[src/rtl/led_pwm_defines.vh]
// constants for the serial-controlled two-bank led pwm block
// assumes a 250 mhz ref_clk and 36-bit words on the serial chain
`ifndef LED_PWM_DEFINES_VH
`define LED_PWM_DEFINES_VH

`define WORD_W 36
`define PWM_W 10
`define CH_W 3
`define NUM_CH 8
`define LEVEL_W 4
`define DIV_W 4

// control word fields (position n of the word sits at bit n-1)
`define CW_ADDR_LSB 0
`define CW_DATA_A_LSB 3
`define CW_DATA_B_LSB 13
`define CW_WD_DISABLE 23
`define CW_DIV_LSB 24
`define CW_LEVEL_A_LSB 28
`define CW_LEVEL_B_LSB 32

// status word fields
`define SW_OPEN_A_LSB 0
`define SW_OPEN_B_LSB 8
`define SW_WD_FAULT 16
`define SW_OVERTEMP 17
`define SW_REV_LSB 18
`define SW_FILL_LSB 21
`define SW_FILL_W 15
`define SW_FILL_VALUE 15'h2aaa
`define REV_W 3

// watchdog timing
`define CLK_PERIOD_NS 4
`define WD_TIMEOUT_NS 25000
`define WD_CNT_W 16

`define BUF_DEPTH 2
`define BUF_CNT_W 2

`endif

[src/rtl/led_bank_pwm_serial_control.v]
// two-bank, sixteen-channel led pwm logic fed by a cascadable 36-bit serial chain
// assumes the chain pins are asynchronous to ref_clk and slow (shift clock well
// under ref_clk / 8); analog current setting lives outside this block
`timescale 1ns/100ps
`include "led_pwm_defines.vh"

module led_bank_pwm_serial_control #(
    // ref_clk cycles without a shift edge before the watchdog trips
    parameter WD_TIMEOUT_CYCLES = (`WD_TIMEOUT_NS + `CLK_PERIOD_NS - 1) / `CLK_PERIOD_NS,
    // revision code, value arbitrary
    parameter [`REV_W-1:0] REVISION = 3'h5
)
(
    input wire ref_clk,
    input wire rstn,
    input wire serial_shift_clock,
    input wire serial_data_in,
    input wire load,
    input wire [15:0] open_circuit,
    input wire overtemp,
    output reg serial_data_out,
    output reg [15:0] led_on,
    output reg [`LEVEL_W-1:0] bank_a_level,
    output reg [`LEVEL_W-1:0] bank_b_level,
    output reg watchdog_fault
);

    // three-stage synchronisers; stage one feeds stage two only
    reg [2:0] sync_clk;
    reg [2:0] sync_din;
    reg [2:0] sync_load;
    reg [2:0] sync_hot;
    reg [15:0] sync_open1;
    reg [15:0] sync_open2;
    reg [15:0] sync_open3;

    always @(posedge ref_clk or negedge rstn)
    begin
        if (!rstn)
        begin
            sync_clk <= 3'h0;
            sync_din <= 3'h0;
            sync_load <= 3'h0;
            sync_hot <= 3'h0;
            sync_open1 <= 16'h0000;
            sync_open2 <= 16'h0000;
            sync_open3 <= 16'h0000;
        end
        else
        begin
            sync_clk <= {sync_clk[1:0], serial_shift_clock};
            sync_din <= {sync_din[1:0], serial_data_in};
            sync_load <= {sync_load[1:0], load};
            sync_hot <= {sync_hot[1:0], overtemp};
            sync_open1 <= open_circuit;
            sync_open2 <= sync_open1;
            sync_open3 <= sync_open2;
        end
    end

    // the opens bus uses a majority filter with hold instead of per-bit enables
    // a level counts once stages two and three agree
    reg din_level;
    reg load_level;
    reg hot_level;
    reg [15:0] open_level;
    // edges compare stages two and three, the same pair the levels use
    wire shift_rise = sync_clk[1] & ~sync_clk[2];
    wire shift_fall = ~sync_clk[1] & sync_clk[2];

    always @(posedge ref_clk or negedge rstn)
    begin
        if (!rstn)
        begin
            din_level <= 1'b0;
            load_level <= 1'b0;
            hot_level <= 1'b0;
            open_level <= 16'h0000;
        end
        else
        begin
            if (sync_din[1] == sync_din[2])
                din_level <= sync_din[2];
            if (sync_load[1] == sync_load[2])
                load_level <= sync_load[2];
            if (sync_hot[1] == sync_hot[2])
                hot_level <= sync_hot[2];
            open_level <= (sync_open2 & sync_open3) | (open_level & (sync_open2 | sync_open3));
        end
    end

    // data and load are settled a ref_clk before the edge is seen,
    // so din_level/load_level line up with the detected edge
    reg [`WORD_W-1:0] shift_word;
    reg captured;
    reg [`WORD_W-1:0] cap_word;
    reg cap_valid;
    wire buf_in_ready;

    // the fault flag clears on the first shift edge, long before a host
    // can read status back, so the status word takes a sticky copy
    reg wd_seen;
    wire status_load = shift_rise && load_level && captured;

    always @(posedge ref_clk or negedge rstn)
    begin
        if (!rstn)
            wd_seen <= 1'b0;
        else if (watchdog_fault)
            wd_seen <= 1'b1;
        else if (status_load)
            wd_seen <= 1'b0;
    end

    wire [`WORD_W-1:0] status_word = {`SW_FILL_VALUE,
                                      REVISION,
                                      hot_level,
                                      wd_seen,
                                      open_level};

    always @(posedge ref_clk or negedge rstn)
    begin
        if (!rstn)
        begin
            shift_word <= {`WORD_W{1'b0}};
            captured <= 1'b0;
            cap_word <= {`WORD_W{1'b0}};
            cap_valid <= 1'b0;
        end
        else
        begin
            if (shift_rise && !load_level)
                shift_word <= {shift_word[`WORD_W-2:0], din_level};
            else if (shift_rise && captured)
                shift_word <= status_word;
            if (!load_level)
                captured <= 1'b0;
            else if (shift_fall && !captured)
                captured <= 1'b1;
            // capture waits in cap_word while the buffer is full
            if (shift_fall && load_level && !captured)
            begin
                cap_word <= shift_word;
                cap_valid <= 1'b1;
            end
            else if (cap_valid && buf_in_ready)
                cap_valid <= 1'b0;
        end
    end

    // registered so the pin moves two ref_clk after the rise is taken;
    // a cascaded part downstream then sees it well before its next rise,
    // provided the host keeps each shift phase at four ref_clk or more
    always @(posedge ref_clk or negedge rstn)
    begin
        if (!rstn)
            serial_data_out <= 1'b0;
        else
            serial_data_out <= shift_word[`WORD_W-1];
    end

    // a word captured while both entries are full waits in cap_word;
    // a second capture before it drains overwrites it, so a host must
    // give shift clocks between loads for words to take effect
    // two-entry word buffer; drained only on pwm ticks so a setting
    // changes between counter steps, never inside one
    reg [`WORD_W-1:0] buf_mem [0:`BUF_DEPTH-1];
    reg buf_wr;
    reg buf_rd;
    reg [`BUF_CNT_W-1:0] buf_count;
    wire buf_out_valid = (buf_count != 2'h0);
    wire pwm_tick;
    wire buf_out_ready = pwm_tick;
    wire buf_push = cap_valid && buf_in_ready;
    wire buf_pop = buf_out_valid && buf_out_ready;
    wire [`WORD_W-1:0] buf_head = buf_mem[buf_rd];
    assign buf_in_ready = (buf_count != `BUF_DEPTH);

    always @(posedge ref_clk or negedge rstn)
    begin
        if (!rstn)
        begin
            buf_wr <= 1'b0;
            buf_rd <= 1'b0;
            buf_count <= 2'h0;
            buf_mem[0] <= {`WORD_W{1'b0}};
            buf_mem[1] <= {`WORD_W{1'b0}};
        end
        else
        begin
            if (buf_push)
            begin
                buf_mem[buf_wr] <= cap_word;
                buf_wr <= ~buf_wr;
            end
            if (buf_pop)
                buf_rd <= ~buf_rd;
            if (buf_push && !buf_pop)
                buf_count <= buf_count + 2'h1;
            else if (buf_pop && !buf_push)
                buf_count <= buf_count - 2'h1;
        end
    end

    // parallel control registers; they change only on a pwm tick, so a
    // new divisor never cuts a counter step short
    reg wd_disable;
    reg [`DIV_W-1:0] divisor;
    reg [`PWM_W-1:0] setting_a [0:`NUM_CH-1];
    reg [`PWM_W-1:0] setting_b [0:`NUM_CH-1];
    wire [`CH_W-1:0] head_addr = buf_head[`CW_ADDR_LSB +: `CH_W];

    always @(posedge ref_clk or negedge rstn)
    begin
        if (!rstn)
        begin
            wd_disable <= 1'b0;
            divisor <= 4'h0;
            bank_a_level <= 4'h0;
            bank_b_level <= 4'h0;
        end
        else if (buf_pop)
        begin
            wd_disable <= buf_head[`CW_WD_DISABLE];
            divisor <= buf_head[`CW_DIV_LSB +: `DIV_W];
            // external current dac turns the code into code/16 of full scale
            bank_a_level <= buf_head[`CW_LEVEL_A_LSB +: `LEVEL_W];
            bank_b_level <= buf_head[`CW_LEVEL_B_LSB +: `LEVEL_W];
        end
    end

    // pwm clock: one tick every divisor+1 shift clock rising edges
    // the counter wraps freely; nothing from the host restarts a period,
    // so outputs of different parts are not phase aligned
    reg [`DIV_W-1:0] div_count;
    reg [`PWM_W-1:0] pwm_count;
    assign pwm_tick = shift_rise && (div_count == divisor);

    always @(posedge ref_clk or negedge rstn)
    begin
        if (!rstn)
        begin
            div_count <= 4'h0;
            pwm_count <= 10'h000;
        end
        else if (shift_rise)
        begin
            if (pwm_tick)
            begin
                div_count <= 4'h0;
                pwm_count <= pwm_count + 10'h001;
            end
            else
                div_count <= div_count + 4'h1;
        end
    end

    // watchdog: counts ref_clk cycles since the last shift edge
    // limitation: only shift edges count as activity, load alone does not
    // the cycle count rounds up, so a trip never comes before the minimum
    // a disabled watchdog also drops a pending fault at once
    reg [`WD_CNT_W-1:0] wd_count;

    always @(posedge ref_clk or negedge rstn)
    begin
        if (!rstn)
        begin
            wd_count <= {`WD_CNT_W{1'b0}};
            watchdog_fault <= 1'b0;
        end
        else if (shift_rise || shift_fall)
        begin
            wd_count <= {`WD_CNT_W{1'b0}};
            watchdog_fault <= 1'b0;
        end
        else if (wd_disable)
        begin
            wd_count <= {`WD_CNT_W{1'b0}};
            watchdog_fault <= 1'b0;
        end
        else if (wd_count >= WD_TIMEOUT_CYCLES[`WD_CNT_W-1:0])
            watchdog_fault <= 1'b1;
        else
            wd_count <= wd_count + {{(`WD_CNT_W-1){1'b0}}, 1'b1};
    end

    // per-channel settings and comparators
    // reset settings are zero, so each output still lights at count zero;
    // a host cannot get dark outputs by writing channels, since every setting lights at count zero
    // (there is no power-on blanking of its own)
    genvar ch;
    generate
        for (ch = 0; ch < `NUM_CH; ch = ch + 1)
        begin : chan
            always @(posedge ref_clk or negedge rstn)
            begin
                if (!rstn)
                begin
                    setting_a[ch] <= 10'h000;
                    setting_b[ch] <= 10'h000;
                    led_on[ch] <= 1'b0;
                    led_on[ch + `NUM_CH] <= 1'b0;
                end
                else
                begin
                    if (buf_pop && head_addr == ch)
                    begin
                        setting_a[ch] <= buf_head[`CW_DATA_A_LSB +: `PWM_W];
                        setting_b[ch] <= buf_head[`CW_DATA_B_LSB +: `PWM_W];
                    end
                    led_on[ch] <= (pwm_count <= setting_a[ch])
                        && !watchdog_fault && !hot_level;
                    led_on[ch + `NUM_CH] <= (pwm_count <= setting_b[ch])
                        && !watchdog_fault && !hot_level;
                end
            end
        end
    endgenerate

endmodule

[config.mk]
export PLATFORM = sky130hd
export DESIGN_NAME = led_bank_pwm_serial_control
export DESIGN_NICKNAME = d
export VERILOG_FILES = /design/src/rtl/led_bank_pwm_serial_control.v
export VERILOG_INCLUDE_DIRS = /design/src /design/src/rtl
export SDC_FILE = /design/constraint.sdc
export NUM_CORES = 1
export LEC_CHECK = 0
export BUFFER_PORTS_ARGS = -buffer_cell sky130_fd_sc_hd__buf_2
export CORE_MARGIN = 1
export CORE_UTILIZATION = 55
export CTS_BUF_LIST = sky130_fd_sc_hd__clkbuf_2 sky130_fd_sc_hd__clkbuf_4 sky130_fd_sc_hd__clkbuf_8
export DETAILED_ROUTE_END_ITERATION = 10
export PLACE_DENSITY = 0.83
export SLEW_MARGIN = 20
export SYNTH_ARGS = -nofsm -noshare
export SYNTH_HDL_FRONTEND = slang
export SYNTH_SLANG_ARGS = --single-unit
[constraint.sdc]
create_clock -name ref_clk -period 3 [get_ports ref_clk]
set_clock_uncertainty 0.15 [all_clocks]
set_input_delay 0.6 -clock ref_clk [delete_from_list [all_inputs] [get_ports ref_clk]]
set_output_delay 0.6 -clock ref_clk [all_outputs]
set_load 0.01 [all_outputs]
=== After elaboration in Yosys (flattened, before gate mapping) ===
Index checks and enable logic that the tools add are counted.

* Register bits: 451
* Output and inout port bits: 26
* Input bits: 22
* Logic and storage cells: 204

* Muxes and demuxes: 23
* $lt $le $gt $ge: 20
* Bitwise gates (word level): 12
* Reduce and logical (&&, ||, !) cells: 68
* Add/sub/neg operators: 5
* Equality and inequality tests: 14

{| class="wikitable"
|+ Operator list
! operator !! number
|-
| 36-bit 2-to-1 mux || 6
|-
| 10-bit less-or-equal comparator || 16
|-
| 72-bit bitwise mux || 1
|-
| 1-bit logical AND || 53
|-
| 16-bit 2-to-1 mux || 3
|-
| 36-bit demux with 1-bit select || 1
|-
| 16-bit bitwise AND || 2
|-
| 16-bit bitwise OR || 2
|-
| 16-bit by 1-bit adder with 16-bit output (second input constant) || 1
|-
| 16-bit by 13-bit greater-or-equal comparator with 1-bit output (second input constant) || 1
|-
| 3-bit equality test (second input constant) || 4
|-
| 10-bit by 1-bit adder with 10-bit output (second input constant) || 1
|-
| 2-bit nonzero test || 5
|-
| 1-bit 2-to-1 mux || 9
|-
| 3-bit by 2-bit equality test with 1-bit output (second input constant) || 2
|-
| 1-bit zero test || 6
|-
| 4-bit by 1-bit adder with 4-bit output (second input constant) || 1
|-
| 4-bit equality test || 1
|-
| 2-bit greater-or-equal comparator (second input constant) || 2
|-
| 2-bit 2-to-1 mux || 2
|-
| 4-bit 2-to-1 mux || 1
|-
| 1-bit NOT || 4
|-
| 1-bit NOT with 2-bit output || 2
|-
| 1-bit equality test || 3
|-
| 12 further kinds || 13
|}

=== Depth between registers and ports, before layout ===
Gate-level depths: netlist of run 1.

* Depth after elaboration: 7
* Depth in mapped cells: 11
* Depth with buffers taken out: 8

=== Worst setup path before layout of run 1 ===
Ideal clock, no wire load.

* Path type: flip-flop to flip-flop
* Start: register sync_clk[2]
* End: register buf_count[1]
* Arrival time: 2.084 ns
* Slack: 0.686 ns
* Required time: 2.771 ns
* Clock period less this slack: 2.314 ns
* Library setup time: 0.079 ns
* Buffers on the path: 3
* Cell stages (with the launch flop): 12
* Path through: dfrtp_1 -> inv_1 -> ha_1 -> clkbuf_1 -> nand4_1 -> or3_1 -> buf_2 -> buf_2 -> ha_1 -> xor2_1 -> nor2_1 -> xor2_1

* Longest elaborated chain between the ends: 7
* Elaborated cells on any way between the ends: 9
* Those cells by class: mux: 1; bitwise: 2; reduce/logical: 6

{| class="wikitable"
|+ RTL lines
! element !! RTL line !! RTL
|-
| start: declaration || led_bank_pwm_serial_control.v:29 || <nowiki>reg [2:0] sync_clk;</nowiki>
|-
| start signal: assignment || led_bank_pwm_serial_control.v:51 || <nowiki>sync_clk <= {sync_clk[1:0], serial_shift_clock};</nowiki>
|-
| 1-bit NOT * || led_bank_pwm_serial_control.v:68 || <nowiki>wire shift_rise = sync_clk[1] & ~sync_clk[2];</nowiki>
|-
| 1-bit bitwise AND * || led_bank_pwm_serial_control.v:68 ||
|-
| net shift_rise || led_bank_pwm_serial_control.v:68 ||
|-
| 1-bit logical AND * || led_bank_pwm_serial_control.v:237 || <nowiki>assign pwm_tick = shift_rise && (div_count == divisor);</nowiki>
|-
| 1-bit logical AND * || led_bank_pwm_serial_control.v:175 || <nowiki>wire buf_pop = buf_out_valid && buf_out_ready;</nowiki>
|-
| 1-bit zero test || led_bank_pwm_serial_control.v:198 || <nowiki>if (buf_push && !buf_pop)</nowiki>
|-
| 1-bit logical AND || led_bank_pwm_serial_control.v:198 ||
|-
| 2-bit 2-to-1 mux / 2-bit nonzero test (equally long branches) || - ||
|-
| end signal: assignment || led_bank_pwm_serial_control.v:199 || <nowiki>buf_count <= buf_count + 2'h1;</nowiki>
|-
| end signal: assignment || led_bank_pwm_serial_control.v:201 || <nowiki>buf_count <= buf_count - 2'h1;</nowiki>
|-
| end: declaration || led_bank_pwm_serial_control.v:170 || <nowiki>reg [`BUF_CNT_W-1:0] buf_count;</nowiki>
|}

Mark *: on every way through the listed nets, which the timed path passes. The rest lies on a longest branch.
A chain may end at the register's enable or synchronous reset.

=== Worst setup path after layout of run 1 ===
* Start: register pwm_count[8]
* End: register led_on[1]

* Longest elaborated chain between the ends: 3

{| class="wikitable"
|+ RTL lines
! element !! RTL line !! RTL
|-
| start: declaration || led_bank_pwm_serial_control.v:236 || <nowiki>reg [`PWM_W-1:0] pwm_count;</nowiki>
|-
| start signal: assignment || led_bank_pwm_serial_control.v:251 || <nowiki>pwm_count <= pwm_count + 10'h001;</nowiki>
|-
| 10-bit less-or-equal comparator || led_bank_pwm_serial_control.v:311 || <nowiki>led_on[ch] <= (pwm_count <= setting_a[ch])</nowiki>
|-
| 1-bit logical AND (2 in a row) || led_bank_pwm_serial_control.v:312 || <nowiki>&& !watchdog_fault && !hot_level;</nowiki>
|-
| end signal: indexed assignment || led_bank_pwm_serial_control.v:311 ||
|-
| end signal: indexed assignment || led_bank_pwm_serial_control.v:313 || <nowiki>led_on[ch + `NUM_CH] <= (pwm_count <= setting_b[ch])</nowiki>
|-
| end: declaration || led_bank_pwm_serial_control.v:22 || <nowiki>output reg [15:0] led_on,</nowiki>
|}

Every way passes these cells.

==> metrics.log, run 1 <==
[metrics] Most used DFF post-synth: dfrtp_1
[metrics] num rows: 71
[metrics] most common cell in the netlist: dfrtp_1
[metrics] number of diodes added for antenna fixing: 0
[metrics] area of the die: 0.0388 mm²
[metrics] number of antenna violations at the first check in global routing: 0
[metrics] Die Width: 197 µm
[metrics] routed len/inst: 18.8 µm
[metrics] number of flip-flops and latches in the synthesized netlist: 451
[metrics] Worst Setup Slack post-DPL: 304 ps
[metrics] CTS tree: built
[metrics] summed instance area of the synthesized netlist: 0.0209 mm²
[metrics] initial detailed-routing violation count: 760
[metrics] final period utilization: 92.0%
[metrics] number of global-route vias before repair: 14,400
[metrics] Crit. End Element: flop
[metrics] biggest fanout along the worst timing path: 10
[metrics] Post-Synthesis Cells: 1,657
[metrics] total wire length: 44.2 mm
[metrics] Max-cap violations: 0
[metrics] number of warnings printed during yosys synthesis: 0
[metrics] CTS clk-pin slew, worst paths: 60 ps
[metrics] crit-path max cell delay: 790 ps
[metrics] synthesized area per cell: 12.6 µm²
[metrics] footprint of the multi-input gates: 0.00878 mm²
[metrics] number of optimization iterations in the first detailed-route pass: 5
[metrics] Final Hold Viols: 0
[metrics] pin count of the biggest net entering global routing: 85
[metrics] syn nets: 1,846
[metrics] startpoint types: flop
[metrics] worst-case clock buffer depth: 3
[metrics] Critical Path RT: 3250 ps
[metrics] Via density: 5.67
[metrics] wire length of the first global-routing pass: 72.9 mm
[metrics] cell at the slowest stage of the critical path: a2111oi_1
[metrics] fraction of the yosys area taken by sequential cells: 54.0%
[metrics] final design instance area without fill: 0.0238 mm²
[metrics] ports placed on the boundary: 48
[metrics] Yosys top cell area share: 54.0%
[metrics] post-synthesis async set-or-reset flop share: 100%
[metrics] placeable core area: 0.0376 mm²
[metrics] count of flip-flops with a built-in enable after synthesis: 0
[metrics] Finish-stage setup viols: 0
[metrics] final worst-path setup slack: 241 ps
[metrics] final weighted congestion in routability-driven placement: 0.838
[metrics] overall die height: 197 µm
[metrics] RSZ-0062 raised after global routing: no
[metrics] setup fix buffers added after clock tree synthesis: 0
[metrics] Worst Setup Path Type: flop to flop
[metrics] post-route antenna net violation count: 0
[metrics] area occupied by registers: 0.0113 mm²
[metrics] share of cells above drive strength 1: 30.1%
[metrics] count of pins over their slew limit: 0
[metrics] fill cell count: 2,718
[metrics] Period minus WS final: 2760 ps
[metrics] Area growth syn-to-layout: 14.0%
[metrics] path class of the lowest-slack min-delay path: flop to flop
[metrics] detailed-route via count: 13,400
[metrics] Post-Route Utilization: 63.4%
[metrics] worst vdd rail ir drop: 683 µV
[metrics] Critical Path AT: 3010 ps
[metrics] Area after DPL: 0.0220 mm²
[metrics] area leader, netlist: dfrtp_1
[metrics] leading cell types by count after synthesis: dfrtp_1 (451), mux2_2 (315), inv_1 (172)
[metrics] # port buffers: 47
[metrics] H-tree levels: 3
[metrics] Static Leakage: 11.4 nW
[metrics] total negative setup slack: 0 ps
[metrics] Clock Sinks: 451
[metrics] Power per Cell Area: 946 mW/mm²
[metrics] leftover overflow at the end of global routing: 0
[metrics] leading post-synthesis cells by cell area: dfrtp_1 (54%), mux2_2 (17%), ha_1 (10%)
[metrics] final total power: 22.5 mW
[metrics] outcome: finished clean
[metrics] number of distinct library cell variants in the gate-level netlist after synthesis: 49
[metrics] clock insertion delay at the later pin of the skew report: 620 ps
[metrics] number of CTS-inserted buffers: 73
[metrics] count of unresolved DRC violations after routing: 0
[metrics] maximum operating frequency: 0.363 GHz
[metrics] Clk Tree Root Cell: clkbuf_8
[metrics] net count of the finished layout: 1,982
[metrics] placed wire-length estimate after detailed placement: 29.2 mm
[metrics] effective utilization at floorplan: 55.7%
[metrics] total routing resource utilization after global routing: 23.9%
[metrics] Rel. slew slack: 29.2%
[metrics] Cell Chain, Critical Path: ha_1, and4_1, nand4_1, o211a_1, a2111oi_1
[metrics] slew at the pin closest to its max-slew limit: 1060 ps
## registers in the layout (all words and copies together), names as in the netlist, 2 cells and up
| signal | cells |
|---|---|
| setting_a | 80 |
| setting_b | 80 |
| buf_mem | 72 |
| cap_word | 36 |
| shift_word | 36 |
| led_on | 16 |
| open_level | 16 |
| sync_open1 | 16 |
| sync_open2 | 16 |
| sync_open3 | 16 |
| wd_count | 16 |
| pwm_count | 10 |
| bank_a_level | 4 |
| bank_b_level | 4 |
| div_count | 4 |
| divisor | 4 |
| sync_clk | 3 |
| sync_din | 3 |
| sync_hot | 3 |
| sync_load | 3 |
| buf_count | 2 |
## worst paths after layout
kind | to | cells past startpoint | from | slack (ps)
max | led_on[1] | 5 | pwm_count[8] | 240
min | sync_open2[13] | 0 | sync_open1[13] | 190
max reg2reg | led_on[1] | 5 | pwm_count[8] | 240
min reg2reg | sync_open2[13] | 0 | sync_open1[13] | 190
max in group asynchronous | buf_mem[21] | 3 | rstn | 1420
min in group asynchronous | setting_a[20] | 2 | rstn | 390
## layout make-up
class	instances	share of cell area, %
Inverter	172	2.71
Tap cell	511	2.68
Sequential cell	451	47.3
Clock inverter	11	0.425
Timing Repair Buffer	113	3.80
Clock buffer	119	6.22
Multi-Input combinational cell	982	36.8
## through the flow
step                hold slack [ps]  instances
finish                          194       2359
CTS                             198       2359
floorplan                       154       1657
global placement                181       2208
global route                    201       2359
detailed placement              185       2208
## repair_timing
item | 4_1_cts | 5_1_grt
gates resized for setup | 0 | 0
setup endpoints to repair | 0 | 0
hold buffers | 21 | 0
hold endpoints to repair | 74 | 0
## worst max-delay path: cells and delay by family (launching register included)
kind	cells	cell delay, ps
AND/OR/NAND/NOR	2	380
adder cells (fa/ha/maj)	1	440
AO/OA/AOI/OAI	2	940
flip-flops	1	640
## power by group
part / leakage (nW) / internal [mW] / switching, mW
Combinational: 4.87 / 3.68 / 4.17
Sequential: 5.72 / 7.90 / 1.21
Clock: 0.837 / 3.15 / 2.44
## layout by cell type (no fill, tap or decap), types with 20 or more instances in the layout
cell type	Yosys	final
nor2_1	47	46
nor3_1	20	20
mux2_2	315	315
buf_2	22	46
buf_4	2	36
ha_1	167	167
inv_1	172	172
dfrtp_1	451	451
nand2_1	68	68
a21o_1	39	39
clkbuf_8	0	94
a21oi_1	50	50
o21ai_0	30	30
clkbuf_4	0	25
nand4_1	43	43
nand3_1	22	21
dlygate4sd3_1	0	21
## cells by family after synthesis
kind of cell             share of synthesized area [%]
multiplexers                                      17.2
buffers and inverters                             4.19
XOR/XNOR                                         0.921
adder cells (fa/ha/maj)                           10.9
AND/OR/NAND/NOR                                   6.16
AO/OA/AOI/OAI                                     6.72
flip-flops                                        54.0
## routing by layer
layer | track usage, % | wire [µm] | vias up
met4 | 10.4 | 1530 | 0
met2 | 40.4 | 21500 | 345
met5 | 0 | 0 | -
met1 | 30.5 | 19100 | 6760
met3 | 3.90 | 2120 | 113
li1 | - | - | 6161
Power figures use the tool's default switching activity.
==> inputs of run 2 (changes only) <==
- ABC_AREA: default -> 1
- REMOVE_ABC_BUFFERS: default -> 1
==> run 2 against run 1 <==
Sequential share of layout area fell by 1.1 points. Clock power grew 4.8%. First-iteration DRC count up 110%. Largest cell class unchanged. Largest power group unchanged.
==> metrics.log, run 2 <==
[metrics] outcome: finished clean
[metrics] post-route antenna net violation count: 0
[metrics] ports placed on the boundary: 48
[metrics] final total power: 21.0 mW
[metrics] Rel. slew slack: 23.6%
[metrics] area of the die: 0.0404 mm²
[metrics] number of diodes added for antenna fixing: 0
[metrics] net count of the finished layout: 2,704
[metrics] # port buffers: 47
[metrics] launching point of the worst reg2reg path: buf_rd
[metrics] number of distinct library cell variants in the gate-level netlist after synthesis: 35
[metrics] post-synthesis async set-or-reset flop share: 100%
[metrics] Area growth syn-to-layout: 12.3%
[metrics] total negative setup slack: 0 ps
[metrics] maximum operating frequency: 0.370 GHz
[metrics] Crit. End Element: flop
[metrics] num rows: 72
[metrics] area leader, netlist: dfrtp_1
[metrics] critical path capture point: setting_a[76]
[metrics] detailed-route via count: 17,400
[metrics] routed len/inst: 16.8 µm
[metrics] placeable core area: 0.0388 mm²
[metrics] Worst Setup Path Type: flop to flop
[metrics] total routing resource utilization after global routing: 26.5%
[metrics] biggest fanout along the worst timing path: 21
[metrics] Worst setup startpoint: buf_rd
[metrics] startpoint types: flop
[metrics] Period minus WS final: 2700 ps
[metrics] Reg2Reg Capture Point: setting_a[76]
[metrics] placed wire-length estimate after detailed placement: 32.6 mm
[metrics] Worst Hold Slack: 197 ps
[metrics] count of pins over their slew limit: 0
[metrics] highest-count cells in the layout ignoring fill and taps: nand2_1 (672), dfrtp_1 (451), inv_1 (290), nand4_1 (181), ha_1 (167)
[metrics] Max-cap violations: 0
[metrics] fraction of the yosys area taken by sequential cells: 51.9%
[metrics] leading post-synthesis cells by cell area: dfrtp_1 (52%), nand2_1 (12%), ha_1 (9.6%)
[metrics] fill cell count: 3,044
[metrics] number of flip-flops and latches in the synthesized netlist: 451
[metrics] Post-Synthesis Cells: 2,429
[metrics] most common library cell in the layout ignoring fill and taps: nand2_1
[metrics] effective utilization at floorplan: 56.0%
[metrics] Final Hold Viols: 0
[metrics] Most used DFF post-synth: dfrtp_1
[metrics] leading cell types by count after synthesis: nand2_1 (673), dfrtp_1 (451), inv_1 (290)
[metrics] Critical Path AT: 3060 ps
[metrics] most common cell in the netlist: nand2_1
[metrics] origin of the worst min-delay path: sync_open1[13]
[metrics] worst-case clock buffer depth: 3
[metrics] final weighted congestion in routability-driven placement: 0.861
[metrics] Yosys top cell area share: 51.9%
[metrics] number of warnings printed during yosys synthesis: 0
[metrics] Worst Setup Slack post-DPL: 394 ps
[metrics] area occupied by registers: 0.0113 mm²
[metrics] CTS clk-pin slew, worst paths: 60 ps
[metrics] Power per Cell Area: 861 mW/mm²
[metrics] final period utilization: 90.0%
[metrics] final worst-path setup slack: 300 ps
[metrics] worst vdd rail ir drop: 491 µV
[metrics] number of global-route vias before repair: 17,300
[metrics] slack of the worst reg-to-reg path: 300 ps
[metrics] path class of the lowest-slack min-delay path: flop to flop
[metrics] Via density: 5.64
[metrics] Static Leakage: 12.5 nW
[metrics] count of flip-flops with a built-in enable after synthesis: 0
[metrics] share of cells above drive strength 1: 9.80%
[metrics] clock insertion delay at the later pin of the skew report: 650 ps
[metrics] wire length of the first global-routing pass: 86.3 mm
[metrics] total wire length: 52.0 mm
[metrics] footprint of the multi-input gates: 0.00880 mm²
[metrics] CTS tree: built
[metrics] summed instance area of the synthesized netlist: 0.0218 mm²
[metrics] Clk Tree Root Cell: clkbuf_8
[metrics] number of CTS-inserted buffers: 76
[metrics] overall die height: 201 µm
[metrics] worst r2r path cells: 9
[metrics] slew at the pin closest to its max-slew limit: 1140 ps
[metrics] Clock Sinks: 451
[metrics] Die Width: 201 µm
[metrics] pin count of the biggest net entering global routing: 81
[metrics] Finish-stage setup viols: 0
[metrics] number of antenna violations at the first check in global routing: 0
[metrics] count of unresolved DRC violations after routing: 0
[metrics] initial detailed-routing violation count: 1,568
[metrics] PostCTS Resize Cnt: 0
[metrics] RSZ-0062 raised after global routing: no
[metrics] hold bufs inserted after CTS: 21
[metrics] Post-Route Utilization: 62.9%
[metrics] synthesized area per cell: 8.96 µm²
[metrics] largest registers in the final layout: setting_a: 80 flops, setting_b: 80 flops, buf_mem: 72 flops
[metrics] H-tree levels: 3
[metrics] number of optimization iterations in the first detailed-route pass: 6
[metrics] setup fix buffers added after clock tree synthesis: 0
[metrics] Critical Path RT: 3360 ps
[metrics] leftover overflow at the end of global routing: 0
run 2: changes by cell type after synthesis, moves of 47 or more:
cell	change
clkbuf_1	+47
inv_1	+118
mux2_2	-315
nand2_1	+605
nand4_1	+138
nor2_1	+60
o21ai_0	+131
run 2: per-layer routing:
metal  wire length, µm  global-route usage [%]
met5                 0                       0
met4              2150                    12.1
met3              3700                    4.90
met2             25100                    43.9
met1             21100                    33.9
run 2: worst min-delay path by stage:
stage	to	slack, ps	cells past startpoint
global placement	sync_open2[7]	180	0
detailed placement	sync_open2[13]	180	0
floorplan	bank_a_level[0]	150	0
finish	sync_open2[13]	200	0
CTS	sync_open2[2]	200	0
global route	sync_open2[2]	200	0
run 2: through the flow:
| stage | instance area [µm²] | cells |
|---|---|---|
| after global routing | 24400 | 3089 |
| after detailed placement | 22600 | 2934 |
| final | 24400 | 3089 |
| after floorplan | 21200 | 2314 |
| after CTS | 24400 | 3089 |
| after global placement | 22600 | 2934 |
run 2: cells by family (layout without fill, tap and decap cells):
group                      after synthesis  in the layout  share of synthesized area, %
xor gates and xnor gates                15             15                         0.604
muxes                                   13             13                         0.598
adders and majority gates              186            186                          10.5
AOI/OAI and AO/OA                      325            325                          8.14
buffers and inverters                  408            550                          7.76
DFF                                    451            451                          51.9
and+or+nand+nor                       1031           1031                          20.6
run 2: layout make-up:
| cell class | count | share of cell area [%] |
|---|---|---|
| Sequential cell | 451 | 46.2 |
| Multi-Input combinational cell | 1570 | 36.0 |
| Clock buffer | 115 | 5.69 |
| Inverter | 293 | 4.50 |
| Timing Repair Buffer | 123 | 3.96 |
| Tap cell | 518 | 2.65 |
| Clock inverter | 19 | 0.973 |
run 2: worst max-delay path: stages (launching register included):
cell and delay, ps:
dfrtp_1 380, inv_1 380, o21ai_1 230, inv_1 140, nand2_1 80, nor2_1 230, buf_4 320, nand3_2 390
nand2_1 200, nand2_1 70
run 2: where the power goes:
part | total, mW | switching [mW] | leakage [nW] | internal (mW)
combinational | 6.96 | 4.81 | 5.75 | 2.15
sequential | 8.21 | 0.776 | 5.89 | 7.44
clock | 5.85 | 2.52 | 0.873 | 3.33
==> inputs of run 3 (changes only) <==
- clock period: 3 -> 2.9 ns (I/O delays scaled with it)
==> run 3 against run 2 <==
First-iteration DRC count up 5.5%. Clock power up 1%. Hold slack got worse by 2.3 ps. Wire length grew 1.3%. Register-to-register slack worse by 80 ps. Critical path type unchanged. Core utilization barely moved. Die area unchanged. Largest power group unchanged.
==> metrics.log, run 3 (synthesis results as in run 2) <==
[metrics] crit-path max cell delay: 440 ps
[metrics] cell type group with the largest total delay on the critical path: simple AND/OR/NAND/NOR gates
[metrics] Period minus WS final: 2680 ps
[metrics] number of optimization iterations in the first detailed-route pass: 6
[metrics] # port buffers: 47
[metrics] worst vdd rail ir drop: 609 µV
[metrics] Crit path buffers/inverters: 3
[metrics] Area growth syn-to-layout: 12.2%
[metrics] number of antenna violations at the first check in global routing: 0
[metrics] number of diodes added for antenna fixing: 0
[metrics] total wire length: 52.7 mm
[metrics] final period utilization: 92.5%
[metrics] Worst path most repeated cell: nand2_1
[metrics] Area after DPL: 0.0226 mm²
[metrics] initial detailed-routing violation count: 1,654
[metrics] placeable core area: 0.0388 mm²
[metrics] Routed met2 length: 25.1 mm
[metrics] highest-count cells in the layout ignoring fill and taps: nand2_1 (672), dfrtp_1 (451), inv_1 (290), nand4_1 (181), ha_1 (167)
[metrics] RSZ-0062 raised after global routing: no
[metrics] origin of the worst min-delay path: sync_load[0]
[metrics] path class of the lowest-slack min-delay path: flop to flop
[metrics] startpoint types: flop
[metrics] Max-cap violations: 0
[metrics] Clock Sinks: 451
[metrics] most common library cell in the layout ignoring fill and taps: nand2_1
[metrics] Critical Path AT: 3070 ps
[metrics] effective utilization at floorplan: 56.0%
[metrics] count of unresolved DRC violations after routing: 0
[metrics] Clk Tree Root Cell: clkbuf_8
[metrics] clock insertion delay at the later pin of the skew report: 650 ps
[metrics] Power per Cell Area: 888 mW/mm²
[metrics] CTS clk-pin slew, worst paths: 60 ps
[metrics] hold bufs inserted after CTS: 21
[metrics] launching point of the worst reg2reg path: sync_clk[2]
[metrics] Worst setup startpoint: sync_clk[2]
[metrics] PostCTS Resize Cnt: 0
[metrics] leftover overflow at the end of global routing: 0
[metrics] setup fix buffers added after clock tree synthesis: 0
[metrics] slew at the pin closest to its max-slew limit: 1090 ps
[metrics] slack of the worst reg-to-reg path: 220 ps
[metrics] CTS tree: built
[metrics] num rows: 72
[metrics] number of CTS-inserted buffers: 74
[metrics] final total power: 21.7 mW
[metrics] WL met1: 21.2 mm
[metrics] biggest fanout along the worst timing path: 74
[metrics] post-route antenna net violation count: 0
[metrics] detailed-route via count: 17,500
[metrics] share of cells above drive strength 1: 9.80%
[metrics] Via density: 5.66
[metrics] cell at the slowest stage of the critical path: nand3_2
[metrics] Worst Setup Path Type: flop to flop
[metrics] worst r2r path cells: 10
[metrics] H-tree levels: 3
[metrics] total negative setup slack: 0 ps
[metrics] Rel. slew slack: 27.4%
[metrics] count of pins over their slew limit: 0
[metrics] area of the die: 0.0404 mm²
[metrics] overall die height: 201 µm
[metrics] Finish-stage setup viols: 0
[metrics] number of stages on the worst setup path: 10
[metrics] Min-Delay Path Depth: 0
[metrics] net count of the finished layout: 2,706
[metrics] Crit. End Element: flop
[metrics] Critical Path RT: 3280 ps
[metrics] Cell Chain, Critical Path: inv_1, ha_1, inv_2, nor2_1, nand2_1, nor3_4, buf_12, nand3_2, nand2_1, nand2_1
[metrics] worst-case clock buffer depth: 3
[metrics] maximum operating frequency: 0.373 GHz
[metrics] placed wire-length estimate after detailed placement: 33.5 mm
[metrics] outcome: finished clean
[metrics] largest registers in the final layout: setting_a: 80 flops, setting_b: 80 flops, buf_mem: 72 flops
[metrics] Final Hold Viols: 0
[metrics] Die Width: 201 µm
[metrics] number of global-route vias before repair: 17,600
[metrics] topmost layer with routed signal wires: met4
[metrics] final weighted congestion in routability-driven placement: 0.863
[metrics] met3 wirelength from detailed routing: 4.07 mm
[metrics] total routing resource utilization after global routing: 26.8%
[metrics] Static Leakage: 12.5 nW
[metrics] wire length of the first global-routing pass: 87.0 mm
[metrics] routed len/inst: 17.1 µm
[metrics] pin count of the biggest net entering global routing: 83
[metrics] ports placed on the boundary: 48
[metrics] final design instance area without fill: 0.0244 mm²
run 3: area by class of cell:
class                           count  area, µm²
Multi-Input combinational cell   1570       8800
Fill cell                        3000      14400
Timing Repair Buffer              127        998
Clock inverter                     10        113
Sequential cell                   451      11300
Inverter                          293       1100
Tap cell                          518        648
Clock buffer                      120       1480
run 3: stage by stage:
step | setup WS (ps) | std cells | hold slack [ps] | utilization [%]
after floorplan | -3390 | 2314 | 134 | -
after global placement | 418 | 2938 | 183 | 58.3
after detailed placement | 273 | 2938 | 185 | 58.3
after CTS | 258 | 3089 | 197 | 62.9
after global routing | 38.9 | 3089 | 201 | 62.9
final | 217 | 3089 | 195 | 62.9
run 3: final timing paths:
path	endpoint
hold / removal	sync_load[1]
setup reg to reg	setting_b[74]
max in group asynchronous	cap_word[19]
hold reg to reg	sync_load[1]
setup / recovery	setting_b[74]
min in group asynchronous	setting_a[41]
run 3: where the power goes:
| group | switching (mW) | internal (mW) |
|---|---|---|
| Clock | 2.58 | 3.34 |
| Combinational | 5.04 | 2.23 |
| Sequential | 0.791 | 7.69 |
| Total | 8.41 | 13.3 |
run 3: metal layers:
metal | global-route usage, % | vias to the layer above
li1 | - | 8178
met1 | 33.8 | 8441
met2 | 44.2 | 703
met3 | 5.39 | 170
met4 | 12.9 | 0
met5 | 0 | -
